<file path="config.mk">
export PLATFORM = sky130hd
export DESIGN_NAME = tsp_serial_port
export DESIGN_NICKNAME = d
export VERILOG_FILES = /design/src/hw/tsp_pkg.sv /design/src/hw/tsp_sync2.sv /design/src/hw/tsp_clkgen.sv /design/src/hw/tsp_serial_port.sv
export VERILOG_INCLUDE_DIRS = /design/src /design/src/hw
export SDC_FILE = /design/constraint.sdc
export NUM_CORES = 1
export LEC_CHECK = 0
export ABC_AREA = 1
export BUFFER_PORTS_ARGS = -buffer_cell sky130_fd_sc_hd__clkbuf_2
export CORE_ASPECT_RATIO = 0.6
export CORE_MARGIN = 2
export CORE_UTILIZATION = 35
export CTS_BUF_LIST = sky130_fd_sc_hd__clkbuf_4
export DETAILED_ROUTE_END_ITERATION = 10
export PLACE_DENSITY = 0.66
export SLEW_MARGIN = 20
export SYNTH_ARGS = -nofsm -noshare
export SYNTH_HDL_FRONTEND = slang
export SYNTH_HIERARCHICAL = 1
export SYNTH_SLANG_ARGS = --single-unit
</file>
<file path="constraint.sdc">
create_clock -name clk_i -period 1.9 [get_ports clk_i]
set_clock_uncertainty 0.2 [all_clocks]
set_input_delay 0 -clock clk_i [delete_from_list [all_inputs] [get_ports clk_i]]
set_output_delay 0 -clock clk_i [all_outputs]
set_load 0.02 [all_outputs]
</file>
<file path="src/hw/tsp_consts.svh">
// Constants of the transceiver serial data port: register offsets,
// reset values, mode codes, interrupt bit positions and timing counts.
// Assumes a 20 MHz block clock and an 8-bit register port.
`ifndef TSP_CONSTS_SVH
`define TSP_CONSTS_SVH

// Register port geometry and offsets
`define TSP_ADDR_W          12
`define TSP_DATA_W          8
`define TSP_ADDR_RADIO_CFG  12'h13E
`define TSP_ADDR_PIN_CFG    12'h32C
`define TSP_ADDR_IRQ_STAT   12'h340
`define TSP_ADDR_IRQ_MASK   12'h341
`define TSP_ADDR_PORT_STATE 12'h342

// Reset values
`define TSP_RESET_RADIO_CFG 8'h00
`define TSP_RESET_PIN_CFG   8'h00
`define TSP_RESET_IRQ_MASK  4'h0

// Radio mode select codes
`define TSP_RMODE_PKT154    8'h00
`define TSP_RMODE_SER154    8'h02
`define TSP_RMODE_SERFSK    8'h03

// Port function select codes
`define TSP_PFN_OFF         8'h00
`define TSP_PFN_FREE_F      8'h01
`define TSP_PFN_PRE_F       8'h02
`define TSP_PFN_SYNC_F      8'h03
`define TSP_PFN_FREE_R      8'h04
`define TSP_PFN_PRE_R       8'h05
`define TSP_PFN_SYNC_R      8'h06
`define TSP_PFN_SYMCLK      8'h07

// Interrupt status bit positions
`define TSP_IRQ_W           4
`define TSP_IRQ_PREAMBLE    0
`define TSP_IRQ_SYNC        1
`define TSP_IRQ_RX_PKT      2
`define TSP_IRQ_TX_PKT      3

// Symbol width and timing
`define TSP_SYM_W           4
`define TSP_CLK_NS          50
`define TSP_LINK_PERIOD_NS  400
`define TSP_HALF_CYC        (((`TSP_LINK_PERIOD_NS / 2) + `TSP_CLK_NS - 1) / `TSP_CLK_NS)
`define TSP_HALF_W          4
`define TSP_SYMCLK_HIGH_NS  1000
`define TSP_SYMCLK_CYC      ((`TSP_SYMCLK_HIGH_NS + `TSP_CLK_NS - 1) / `TSP_CLK_NS)
`define TSP_SYMCLK_W        6

`endif

</file>
<file path="src/hw/tsp_pkg.sv">
// Types shared by the serial data port modules.
// Assumes tsp_consts.svh is on the include path.
`include "tsp_consts.svh"

package tsp_pkg;

  // Port sequencer states
  typedef enum logic [2:0] {
    TSP_ST_IDLE,
    TSP_ST_RX_WAIT,
    TSP_ST_RX_STREAM,
    TSP_ST_TX_WAIT,
    TSP_ST_TX_STREAM
  } tsp_state_e;

  // Status and data from the radio core, all on clk_i
  typedef struct packed {
    logic                  rx_state;
    logic                  tx_state;
    logic                  receive_command;
    logic                  tx_mac_done;
    logic                  rx_bit;
    logic                  preamble_det;
    logic                  sync_det;
    logic                  sfd_det;
    logic                  rx_pkt_done;
    logic                  tx_pkt_done;
    logic                  symbol_valid;
    logic [`TSP_SYM_W-1:0] symbol;
    logic                  rx_enable_a;
    logic                  rx_enable_b;
  } tsp_core_s;

  // Answers to the radio core
  typedef struct packed {
    logic rx_bit_take;
    logic tx_bit;
    logic tx_bit_valid;
  } tsp_core_out_s;

  // Pin side outputs
  typedef struct packed {
    logic port_clock_out;
    logic port_rx_data_out;
    logic port_frame_out;
    logic port_tx_data_in_drive;
    logic port_tx_data_in_oe;
    logic rx_enable_pin_a;
    logic rx_enable_pin_b;
  } tsp_pins_s;

endpackage

</file>
<file path="src/hw/tsp_sync2.sv">
// Two flip-flop synchroniser for one level from outside the clock domain.
// Assumes the input may change at any time relative to clk_i.
module tsp_sync2 (
  // Clock and reset
  input  wire logic clk_i,
  input  wire logic reset_i,
  // Level in and out
  input  wire logic d_i,
  output logic      q_o
);

  logic meta;

  // First stage feeds only the second stage
  always_ff @(posedge clk_i or posedge reset_i)
  begin
    if (reset_i)
    begin
      meta <= 1'b0;
      q_o  <= 1'b0;
    end
    else
    begin
      meta <= d_i;
      q_o  <= meta;
    end
  end

endmodule

</file>
<file path="src/hw/tsp_clkgen.sv">
// Data clock divider for the serial port pins.
// Assumes run_i comes from logic on clk_i; clock idles low when stopped.
`include "tsp_consts.svh"

module tsp_clkgen (
  // Clock and reset
  input  wire logic clk_i,
  input  wire logic reset_i,
  // Control
  input  wire logic run_i,
  // Divided clock and edge pulses
  output logic      clk_o,
  output logic      rise_o,
  output logic      fall_o
);

  logic [`TSP_HALF_W-1:0] cnt;

  // Half period counter; pulses line up with the new clock level
  always_ff @(posedge clk_i or posedge reset_i)
  begin
    if (reset_i)
    begin
      cnt    <= '0;
      clk_o  <= 1'b0;
      rise_o <= 1'b0;
      fall_o <= 1'b0;
    end
    else if (!run_i)
    begin
      cnt    <= '0;
      clk_o  <= 1'b0;
      rise_o <= 1'b0;
      fall_o <= 1'b0;
    end
    else if (cnt == `TSP_HALF_W'(`TSP_HALF_CYC - 1))
    begin
      cnt    <= '0;
      clk_o  <= ~clk_o;
      rise_o <= ~clk_o;
      fall_o <= clk_o;
    end
    else
    begin
      cnt    <= cnt + `TSP_HALF_W'(1);
      rise_o <= 1'b0;
      fall_o <= 1'b0;
    end
  end

endmodule

</file>
<file path="src/hw/tsp_serial_port.sv">
// Serial data port of the transceiver: register port, stream sequencer,
// pin multiplexing, symbol clock option and interrupt status.
// Assumes core_i is synchronous to clk_i and detector flags are pulses.
`include "tsp_consts.svh"

// Notes on behaviour
// RL1: Host sets radio mode three for serial.
// RL2: Port function select picks the configuration.
// RL3: Host loads sync detector before receiving.
// RL4: Streaming lasts until command or receive exit.
// RL5: Free configurations: clock at once, frame low.
// RL6: Preamble gating; frame high on sync match.
// RL7: Sync gating; first edge carries next bit.
// RL8: Host ignores data before first clock edge.
// RL9: Configurations one to three launch on fall.
// RL10: Configurations four to six launch on rise.
// RL11: Serial 15.4 receive starts on delimiter.
// RL12: No packet received interrupt in serial 15.4.
// RL13: Function seven gives symbol clock in packet mode.
// RL14: Four symbol bits presented on four pins.
// RL15: Host spreads chips itself, clocked by device.
// RL16: Transmit sample edge from function; no sent irq.
// RL17: Transmit clock starts after transmit delay.
// RL18: Framing pin drops interrupt role when enabled.
// RL19: Idle clock and data held low.
module tsp_serial_port (
  // Clock and reset
  input  wire logic                     clk_i,
  input  wire logic                     reset_i,
  // Register port
  input  wire logic [`TSP_ADDR_W-1:0]   reg_addr_i,
  input  wire logic [`TSP_DATA_W-1:0]   reg_wdata_i,
  input  wire logic                     reg_write_i,
  input  wire logic                     reg_read_i,
  output logic      [`TSP_DATA_W-1:0]   reg_rdata_o,
  // Radio core side
  input  wire tsp_pkg::tsp_core_s       core_i,
  output tsp_pkg::tsp_core_out_s        core_o,
  // Pins
  input  wire logic                     port_tx_data_in_i,
  output tsp_pkg::tsp_pins_s            pins_o,
  // Interrupt
  output logic                          irq_o
);

  logic [`TSP_DATA_W-1:0] radio_controller_config;
  logic [`TSP_DATA_W-1:0] pin_function_config;
  logic [`TSP_IRQ_W-1:0]  irq_stat;
  logic [`TSP_IRQ_W-1:0]  irq_mask;
  logic [`TSP_IRQ_W-1:0]  irq_event;
  tsp_pkg::tsp_state_e    state;
  tsp_pkg::tsp_state_e    next_state;
  logic                   fall_group;
  logic                   rise_group;
  logic                   sync_group;
  logic                   free_group;
  logic                   ser_rx_en;
  logic                   ser_tx_en;
  logic                   sym_en;
  logic                   port_en;
  logic                   start_cond;
  logic                   enter_rx;
  logic                   launch;
  logic                   tx_sample;
  logic                   rx_active;
  logic                   clk_lvl;
  logic                   clk_rise;
  logic                   clk_fall;
  logic                   tx_pin_sync;
  logic                   rx_data_q;
  logic                   frame_q;
  logic                   tx_bit_q;
  logic                   tx_valid_q;
  logic [`TSP_SYM_W-1:0]  sym_q;
  logic [`TSP_SYMCLK_W-1:0] sym_cnt;

  // Transmit pin comes from the host's clock domain
  tsp_sync2 u_tx_sync (
    .clk_i   (clk_i),
    .reset_i (reset_i),
    .d_i     (port_tx_data_in_i),
    .q_o     (tx_pin_sync)
  );

  // Data clock runs only while a stream is live
  tsp_clkgen u_clkgen (
    .clk_i   (clk_i),
    .reset_i (reset_i),
    .run_i   ((state == tsp_pkg::TSP_ST_RX_STREAM) || (state == tsp_pkg::TSP_ST_TX_STREAM)),
    .clk_o   (clk_lvl),
    .rise_o  (clk_rise),
    .fall_o  (clk_fall)
  );

  // RL2: configuration decode
  assign fall_group = (pin_function_config == `TSP_PFN_FREE_F) ||
                      (pin_function_config == `TSP_PFN_PRE_F) ||
                      (pin_function_config == `TSP_PFN_SYNC_F);
  assign rise_group = (pin_function_config == `TSP_PFN_FREE_R) ||
                      (pin_function_config == `TSP_PFN_PRE_R) ||
                      (pin_function_config == `TSP_PFN_SYNC_R);
  assign sync_group = (pin_function_config == `TSP_PFN_PRE_F) ||
                      (pin_function_config == `TSP_PFN_SYNC_F) ||
                      (pin_function_config == `TSP_PFN_PRE_R) ||
                      (pin_function_config == `TSP_PFN_SYNC_R);
  assign free_group = (pin_function_config == `TSP_PFN_FREE_F) ||
                      (pin_function_config == `TSP_PFN_FREE_R);
  assign port_en    = (pin_function_config != `TSP_PFN_OFF) &&
                      (pin_function_config <= `TSP_PFN_SYMCLK);

  // RL11: serial 15.4 receive uses function one only
  assign ser_rx_en = core_i.rx_state &&
                     (((radio_controller_config == `TSP_RMODE_SERFSK) && (fall_group || rise_group)) ||
                      ((radio_controller_config == `TSP_RMODE_SER154) &&
                       (pin_function_config == `TSP_PFN_FREE_F)));
  // RL16: transmit needs function one or four
  assign ser_tx_en = core_i.tx_state && free_group &&
                     (radio_controller_config == `TSP_RMODE_SERFSK);
  // RL13: symbol clock only in 15.4 packet mode
  assign sym_en    = core_i.rx_state && (pin_function_config == `TSP_PFN_SYMCLK) &&
                     (radio_controller_config == `TSP_RMODE_PKT154);
  assign rx_active = (state == tsp_pkg::TSP_ST_RX_WAIT) || (state == tsp_pkg::TSP_ST_RX_STREAM);

  // Gating event that opens the receive stream
  always_comb
  begin
    start_cond = 1'b1;
    if ((pin_function_config == `TSP_PFN_PRE_F) || (pin_function_config == `TSP_PFN_PRE_R))
    begin
      // RL6: preamble gating
      start_cond = core_i.preamble_det;
    end
    else if ((pin_function_config == `TSP_PFN_SYNC_F) ||
             (pin_function_config == `TSP_PFN_SYNC_R))
    begin
      // RL7: sync word gating
      start_cond = core_i.sync_det;
    end
    else if (radio_controller_config == `TSP_RMODE_SER154)
    begin
      // RL11: start on frame delimiter
      start_cond = core_i.sfd_det;
    end
  end

  // Stream sequencer next state
  always_comb
  begin
    next_state = state;
    unique case (state)
      tsp_pkg::TSP_ST_IDLE:
      begin
        if (ser_rx_en)
          next_state = tsp_pkg::TSP_ST_RX_WAIT;
        else if (ser_tx_en)
          next_state = tsp_pkg::TSP_ST_TX_WAIT;
      end
      tsp_pkg::TSP_ST_RX_WAIT:
      begin
        // RL5: free configurations start at once outside serial 15.4
        if (!ser_rx_en)
          next_state = tsp_pkg::TSP_ST_IDLE;
        else if (start_cond && !core_i.receive_command)
          next_state = tsp_pkg::TSP_ST_RX_STREAM;
      end
      tsp_pkg::TSP_ST_RX_STREAM:
      begin
        // RL4: stop only on reissue or exit
        if (!ser_rx_en)
          next_state = tsp_pkg::TSP_ST_IDLE;
        else if (core_i.receive_command)
          next_state = tsp_pkg::TSP_ST_RX_WAIT;
      end
      tsp_pkg::TSP_ST_TX_WAIT:
      begin
        // RL17: wait out transmit delay
        if (!ser_tx_en)
          next_state = tsp_pkg::TSP_ST_IDLE;
        else if (core_i.tx_mac_done)
          next_state = tsp_pkg::TSP_ST_TX_STREAM;
      end
      tsp_pkg::TSP_ST_TX_STREAM:
      begin
        if (!ser_tx_en)
          next_state = tsp_pkg::TSP_ST_IDLE;
      end
      default:
      begin
        next_state = tsp_pkg::TSP_ST_IDLE;
      end
    endcase
  end

  // Sequencer state
  always_ff @(posedge clk_i or posedge reset_i)
  begin
    if (reset_i)
      state <= tsp_pkg::TSP_ST_IDLE;
    else
      state <= next_state;
  end

  // Falling-launch modes load the first bit before the first rise
  assign enter_rx = (state == tsp_pkg::TSP_ST_RX_WAIT) &&
                    (next_state == tsp_pkg::TSP_ST_RX_STREAM);
  // RL9: launch on falling edge
  // RL10: launch on rising edge
  assign launch   = ((state == tsp_pkg::TSP_ST_RX_STREAM) && (fall_group ? clk_fall : clk_rise)) ||
                    (enter_rx && fall_group);

  // Receive data register
  always_ff @(posedge clk_i or posedge reset_i)
  begin
    if (reset_i)
      rx_data_q <= 1'b0;
    else if ((state != tsp_pkg::TSP_ST_RX_STREAM) && !enter_rx)
      // RL19: static low when idle
      rx_data_q <= 1'b0;
    else if (launch)
      rx_data_q <= core_i.rx_bit;
  end

  // Framing flag; a sync match in the clearing cycle still sets it
  always_ff @(posedge clk_i or posedge reset_i)
  begin
    if (reset_i)
      frame_q <= 1'b0;
    else if (sync_group && rx_active && ser_rx_en && core_i.sync_det)
      // RL6: high at sync match
      frame_q <= 1'b1;
    else if (!sync_group || !rx_active || core_i.receive_command)
      // RL5: unused framing held low
      frame_q <= 1'b0;
  end

  // RL16: sample edge follows function select
  assign tx_sample = (state == tsp_pkg::TSP_ST_TX_STREAM) &&
                     ((pin_function_config == `TSP_PFN_FREE_F) ? clk_rise : clk_fall);

  // Transmit bit capture; the pin path is two cycles late, inside half a period
  always_ff @(posedge clk_i or posedge reset_i)
  begin
    if (reset_i)
    begin
      tx_bit_q   <= 1'b0;
      tx_valid_q <= 1'b0;
    end
    else
    begin
      tx_valid_q <= tx_sample;
      if (tx_sample)
        tx_bit_q <= tx_pin_sync;
    end
  end

  // Symbol nibble and symbol clock pulse
  always_ff @(posedge clk_i or posedge reset_i)
  begin
    if (reset_i)
    begin
      sym_q   <= '0;
      sym_cnt <= '0;
    end
    else if (!sym_en)
    begin
      sym_q   <= '0;
      sym_cnt <= '0;
    end
    else if (core_i.symbol_valid)
    begin
      // RL14: latch four symbol bits
      sym_q   <= core_i.symbol;
      sym_cnt <= `TSP_SYMCLK_W'(`TSP_SYMCLK_CYC);
    end
    else if (sym_cnt != '0)
      sym_cnt <= sym_cnt - `TSP_SYMCLK_W'(1);
  end

  // RL12: no packet received event in serial 15.4
  // RL16: no packet sent event in serial transmit
  assign irq_event[`TSP_IRQ_PREAMBLE] = core_i.preamble_det;
  assign irq_event[`TSP_IRQ_SYNC]     = core_i.sync_det;
  assign irq_event[`TSP_IRQ_RX_PKT]   = core_i.rx_pkt_done &&
                                        (radio_controller_config != `TSP_RMODE_SER154);
  assign irq_event[`TSP_IRQ_TX_PKT]   = core_i.tx_pkt_done &&
                                        (radio_controller_config != `TSP_RMODE_SERFSK);

  // Sticky status, write one to clear; a new event beats the clear
  for (genvar gi = 0; gi < `TSP_IRQ_W; gi++)
  begin : g_irq
    always_ff @(posedge clk_i or posedge reset_i)
    begin
      if (reset_i)
        irq_stat[gi] <= 1'b0;
      else if (irq_event[gi])
        irq_stat[gi] <= 1'b1;
      else if (reg_write_i && (reg_addr_i == `TSP_ADDR_IRQ_STAT) && reg_wdata_i[gi])
        irq_stat[gi] <= 1'b0;
    end
  end

  assign irq_o = |(irq_stat & irq_mask);

  // Writable configuration registers
  always_ff @(posedge clk_i or posedge reset_i)
  begin
    if (reset_i)
    begin
      radio_controller_config <= `TSP_RESET_RADIO_CFG;
      pin_function_config     <= `TSP_RESET_PIN_CFG;
      irq_mask                <= `TSP_RESET_IRQ_MASK;
    end
    else if (reg_write_i)
    begin
      if (reg_addr_i == `TSP_ADDR_RADIO_CFG)
        radio_controller_config <= reg_wdata_i;
      if (reg_addr_i == `TSP_ADDR_PIN_CFG)
        pin_function_config <= reg_wdata_i;
      if (reg_addr_i == `TSP_ADDR_IRQ_MASK)
        irq_mask <= reg_wdata_i[`TSP_IRQ_W-1:0];
    end
  end

  // Read data one cycle after the strobe, zero otherwise
  always_ff @(posedge clk_i or posedge reset_i)
  begin
    if (reset_i)
      reg_rdata_o <= '0;
    else if (!reg_read_i)
      reg_rdata_o <= '0;
    else
    begin
      unique case (reg_addr_i)
        `TSP_ADDR_RADIO_CFG:   reg_rdata_o <= radio_controller_config;
        `TSP_ADDR_PIN_CFG:     reg_rdata_o <= pin_function_config;
        `TSP_ADDR_IRQ_STAT:    reg_rdata_o <= {4'h0, irq_stat};
        `TSP_ADDR_IRQ_MASK:    reg_rdata_o <= {4'h0, irq_mask};
        `TSP_ADDR_PORT_STATE:  reg_rdata_o <= {4'h0, sym_en, frame_q,
                                               state == tsp_pkg::TSP_ST_TX_STREAM,
                                               state == tsp_pkg::TSP_ST_RX_STREAM};
        default:               reg_rdata_o <= '0;
      endcase
    end
  end

  // Core answers
  assign core_o.rx_bit_take  = launch;
  assign core_o.tx_bit       = tx_bit_q;
  assign core_o.tx_bit_valid = tx_valid_q;

  // RL14: symbol bits onto the four pins
  assign pins_o.port_clock_out        = sym_en ? (sym_cnt != '0) : clk_lvl;
  assign pins_o.port_rx_data_out      = sym_en ? sym_q[0] : rx_data_q;
  assign pins_o.port_tx_data_in_drive = sym_q[1];
  assign pins_o.port_tx_data_in_oe    = sym_en;
  assign pins_o.rx_enable_pin_a       = sym_en ? sym_q[2] : core_i.rx_enable_a;
  assign pins_o.rx_enable_pin_b       = sym_en ? sym_q[3] : core_i.rx_enable_b;
  // RL18: framing pin drops interrupt role
  assign pins_o.port_frame_out        = port_en ? frame_q : irq_o;
endmodule

</file>
; Yosys cells after proc, flatten, opt, wreduce, memory -nomap -nowiden
; Cells that the tools add are included.
[totals]
input_bits = 42
regBits = 58
wordCells = 158
out_inout_bits = 19
[op_classes]
n_bitwise = 2
n_addsub = 2
muxes = 47
n_eq_ne = 26
n_reduce_logical = 59
magnitude_cmp = 1
[op_table]
columns = operator, n
row1 = equality test 12 x 10 -> 1 bit (second input constant), 4
row2 = one-hot mux 8 bit (5 select lines), 1
row3 = equality test 8 x 2 -> 1 bit (second input constant), 4
row4 = equality test 8 x 3 -> 1 bit (second input constant), 4
row5 = two-way mux 1 bit, 28
row6 = two-way mux 3 bit, 9
row7 = logical AND 1 bit, 24
row8 = two-way mux 6 bit, 3
row9 = logical OR 1 bit, 17
row10 = two-way mux 4 bit, 4
row11 = inequality test 8 x 2 -> 1 bit (second input constant), 2
row12 = one-hot mux 3 bit (5 select lines), 1
row13 = equality test 12 x 9 -> 1 bit (second input constant), 1
row14 = nonzero test 2 bit, 6
row15 = equality test 3 x 2 -> 1 bit (second input constant), 3
row16 = equality test 8 x 1 -> 1 bit (second input constant), 1
row17 = less-or-equal comparator 8 x 3 -> 1 bit (second input constant), 1
row18 = logical NOT 8 bit, 1
row19 = two-way mux 8 bit, 1
row20 = nonzero test 8 bit, 1
row21 = inequality test 3 x 2 -> 1 bit (second input constant), 2
row22 = AND reduction 2 bit, 3
row23 = nonzero test 6 bit, 1
row24 = subtractor 6 x 1 -> 6 bit (second input constant), 1
row25 = 10 further kinds, 14

; Depth between registers and ports, before layout
[depth]
word_depth = 15
mapped_depth = 13
mapped_depth_nobuf = 13

; Modules after synthesis
; Netlist, hierarchy kept.
[modules_own_cells]
columns = mod, cells_each, n_inst, area_per_inst_um2, seq_area_each_um2
row1 = tsp_serial_port, 355, 1, 2728.9, 1226.2
row2 = tsp_clkgen, 30, 1, 296.5, 175.2
row3 = tsp_sync2, 3, 1, 53.8, 50.0

; Worst setup path before layout
; OpenSTA, ideal clock, no wires.
[synth_timing]
path_kind = register -> register
startpoint = register pin_function_config[4]
endpoint = register rx_data_q
slack_ps = 207
arrival_ps = 1375
period_less_slack_ps = 1693
stages_incl_launch_ff = 11
required_ps = 1582
cell_sequence = dfrtp_1 -> nor2_1 -> nand2_1 -> inv_2 -> nand2_2 -> inv_2 -> nand3_1 -> a21boi_2 -> nand4_1 -> nand4_1 -> nand2_1
[synth_between]
elab_chain_cells = 14
elab_cells_between_ends = 41
[synth_rtl]
columns = item, line_no
row1 = from (decl), tsp_serial_port.sv:47  ; logic [`TSP_DATA_W-1:0] pin_function_config;
row2 = from (signal assigned), tsp_serial_port.sv:310  ; pin_function_config <= `TSP_RESET_PIN_CFG;
row3 = from (signal assigned), tsp_serial_port.sv:318  ; pin_function_config <= reg_wdata_i;
row4 = branches (longest 14 deep; another with equality test 8 x 2 -> 1 bit), n/a
row5 = to (signal assigned), tsp_serial_port.sv:220  ; rx_data_q <= core_i.rx_bit;
row6 = to (decl), tsp_serial_port.sv:70  ; logic rx_data_q;
; Parallel ways; which one is timed is not known.
; A chain may end at the register's enable or synchronous reset.

==> reports/results.tsv <==
metric	value	unit
status	finished with violations	
failing checks	hold timing, setup timing	
top-level port count	61	
count of cell types in the netlist	45	
pin count of the biggest net entering global routing	50	
wire length of the first global-routing pass	14310	µm
antenna violations before repair	0	
width of the die	125.1	µm
H-tree depth	3	
detailed placer's ending HPWL	6093	µm
vias	3210	
arrival time of data at the critical path endpoint	1.98	ns
clock buffers created by TritonCTS	9	
average wire per cell in the routed design	13.68	µm
critical path peak fanout	4	
unrepaired setup endpoints after global routing	yes	
CTS tree	done	
total detailed-routing wirelength	8903	µm
Worst Hold Margin	-0.02456	ns
number of hold violations in the final report	1	
sum of buffers and inverters on the critical path	3	
clock latency reported for the late side of the worst-skew pair	0.40	ns
TritonRoute pass-1 iters	7	
Crit path top cell by count	nand2_2	
cell area after synthesis	3079	µm²
highest ir drop seen on vdd	0.3168	mV
via-per-instance ratio	4.931	
reg2reg setup slack	-0.20	ns
maximum clock rate	458.7	MHz
CP Capture Type	output port	
total negative setup slack	-1.458	ns
worst-case setup slack after placement	-0.02876	ns
Antenna Cells	0	
core area	8523	µm²
critical path depth	10	
number of sinks handled by clock tree synthesis	58	
end point of the worst hold path	irq_stat[3]	
fin cells	651	
compound-cell area share of the yosys netlist	12.07	%
number of DRC markers after the initial detailed-route iteration	225	
number of max-slew violations in the final report	0	
per-instance average area after synthesis	7.936	µm²
crit-path max cell delay	0.42	ns
Final Worst Setup Slack	-0.2803	ns
most frequently used flop master after synthesis	dfrtp_1	
global-route usage over all layers	18.51	%
reg2reg path depth	13	
vertical extent of the die	76.66	µm
fin crit period	2.180	ns
Final Cell Area	4544	µm²
effective utilization at floorplan	36.13	%
startpoint types	flip-flop	
combinational family with the most area after synthesis	simple AND/OR/NAND/NOR gates	
cell at the root of the clock tree	clkbuf_4	
vias in the first global route	3090	
drc violations	0	
post-placement cell count	561	
Hold Path Depth	7	
Placement Cell Area	3527	µm²
Reg2Reg Launch Point	pin_function_config[6]	
leading cell types in the layout, fill and taps excluded	nand2_1 (85), clkbuf_2 (58), dfrtp_1 (57)	
post-synth net total	432	
leading cell type in the layout, fill and taps excluded	nand2_1	
growth of design area from synthesis to finish	47.58	%
# port buffers	60	
maximum number of buffers from clock root to sink	2	
Worst slew margin	58.83	%
cell row count	26	
period utilization	114.8	%
simple logic cell fraction of the synthesized area	27.63	%
remaining antenna violation count	0	
sequential fraction of the synthesis area	47.14	%
share of flip-flops with an asynchronous set or reset after synthesis	100.0	%
Worst Path Required	1.70	ns
adder and majority cell fraction of the synthesized area	0.8127	%
share of the synthesized netlist area taken by xor and xnor gates	0.8533	%
count of state elements after synthesis	58	
worst r2r dst	rx_data_q	
Post-synth EDFFs	0	
GRT Residual Overflow	0	
list of cells traversed by the critical path	nor2_2 -> nand2_2 -> inv_4 -> nand2_2 -> inv_2 -> nand3_1 -> a21boi_2 -> nand4_1 -> nand2_1 -> clkbuf_8	
global placer's final weighted congestion	0.8772	
cell with the largest stage delay on the worst path	dfrtp_1	
power density of the placed cells	502.8	nW/µm²
Clk pin slew, worst setup/hold paths	0.10	ns
die footprint	9589	µm²
Gate Count Post-Synth	388	
fraction of layout cells with a size suffix above 1	33.95	%
Post-layout nets	579	
post-synthesis mux area share	2.072	%
total of warnings raised by yosys	6	
transition at the pin with the smallest max-transition slack	0.6175	ns
critical path class	flip-flop to output port	
family with the most delay on the worst path	simple AND/OR/NAND/NOR gates	
Tightest Hold Check Type	input port to flip-flop	
filler cell count in the final layout	800	
Final setup viols	9	
worst hold start	reg_addr_i[5]	
leak pwr	0.002234	µW
Maximum Capacitance Violations	0	
## cell type report
type / count / area, µm² / area share [%]
Clock inverter: 6 / 58.81 / 1.294
Clock buffer: 9 / 67.56 / 1.487
Inverter: 61 / 235.2 / 5.176
Multi-Input combinational cell: 261 / 1513 / 33.29
Tap cell: 112 / 140.1 / 3.084
Timing Repair Buffer: 144 / 1077 / 23.71
Sequential cell: 58 / 1453 / 31.97
## per-layer routing
metal  share of wire [%]  track usage (%)  vias to the layer above
met4                 1.1            4.667                        0
li1                    -                -                     1548
met5                   0                0                        -
met2                  46            28.97                      110
met1                  47            25.80                     1542
met3                 6.6            4.745                       10
## cells in the mapped netlist, types with 2 or more instances
cell type | instances | area, µm²
nand2_2 | 5 | 31.28
a31oi_1 | 2 | 12.51
ha_1 | 2 | 25.02
nand3_1 | 21 | 105.1
dfrtp_1 | 58 | 1451
nor2_1 | 32 | 120.1
inv_1 | 57 | 214.0
mux2_4 | 2 | 30.03
nor3b_1 | 2 | 15.01
o22ai_1 | 8 | 50.05
nor3_1 | 10 | 50.05
buf_4 | 6 | 45.04
mux2_2 | 3 | 33.78
nand4_1 | 6 | 37.54
nor2_4 | 2 | 22.52
inv_2 | 2 | 7.510
nand2_1 | 99 | 371.6
xnor2_1 | 2 | 17.52
o21ai_0 | 27 | 135.1
a21oi_1 | 17 | 85.08
## worst max-delay path by stage
stage                                 startpoint   endpoint  slack [ns]
final                     pin_function_config[6]  core_o[2]       -0.28
after global routing      pin_function_config[1]  core_o[2]       -0.43
after CTS                 pin_function_config[7]  core_o[2]       -0.24
after detailed placement  pin_function_config[1]  rx_data_q       -0.03
after global placement    pin_function_config[3]  core_o[2]       0.004
after floorplan           pin_function_config[4]  rx_data_q        0.21
## worst min-delay path: stages
cell      delay [ns]
clkbuf_2        0.12
nor4_4          0.05
nand2_2         0.11
inv_2           0.06
nand2_2         0.09
o21ai_2         0.06
o21ai_0         0.06
## flip-flops by register name, indices dropped and copies added (netlist names), 3 cells and up
signal and count:
irq_mask 4, irq_stat 4, pin_function_config 8, radio_controller_config 8, reg_rdata_o 8, state 3, sym_cnt 6, sym_q 4
u_clkgen/cnt 4
## report_power, final
part	switching (µW)	leakage [µW]	internal [µW]
clock	462	0.0000652	385
combinational	100	0.00142	97.5
sequential	2.90	0.000748	1240
## stage by stage
| stage | utilization, % | hold WS [ns] | power (µW) |
|---|---|---|---|
| after floorplan | - | -0.4588 | 1319 |
| after global placement | 41.38 | -0.3221 | 1396 |
| after detailed placement | 41.38 | -0.3228 | 1398 |
| after CTS | 50.29 | -0.02094 | 2301 |
| after global routing | 53.32 | 0.02258 | 2386 |
| final | 53.32 | -0.02456 | 2285 |
## cells by family after synthesis
| logic type | count (synthesis) |
|---|---|
| AO/OA/AOI/OAI | 64 |
| flip-flops | 58 |
| AND/OR/NAND/NOR | 187 |
| adder cells (fa/ha/maj) | 2 |
| multiplexers | 5 |
| XOR/XNOR | 3 |
| buffers and inverters | 69 |
## what timing repair did
action                     4_1_cts  5_1_grt
pin swaps                       11       16
hold buffers                    46        1
hold endpoints to repair       106        1
setup endpoints to repair       10       24
setup buffers                   14       17
cloned                           0        0
gates resized for setup         24       47
(Power assumes the default switching activity.)
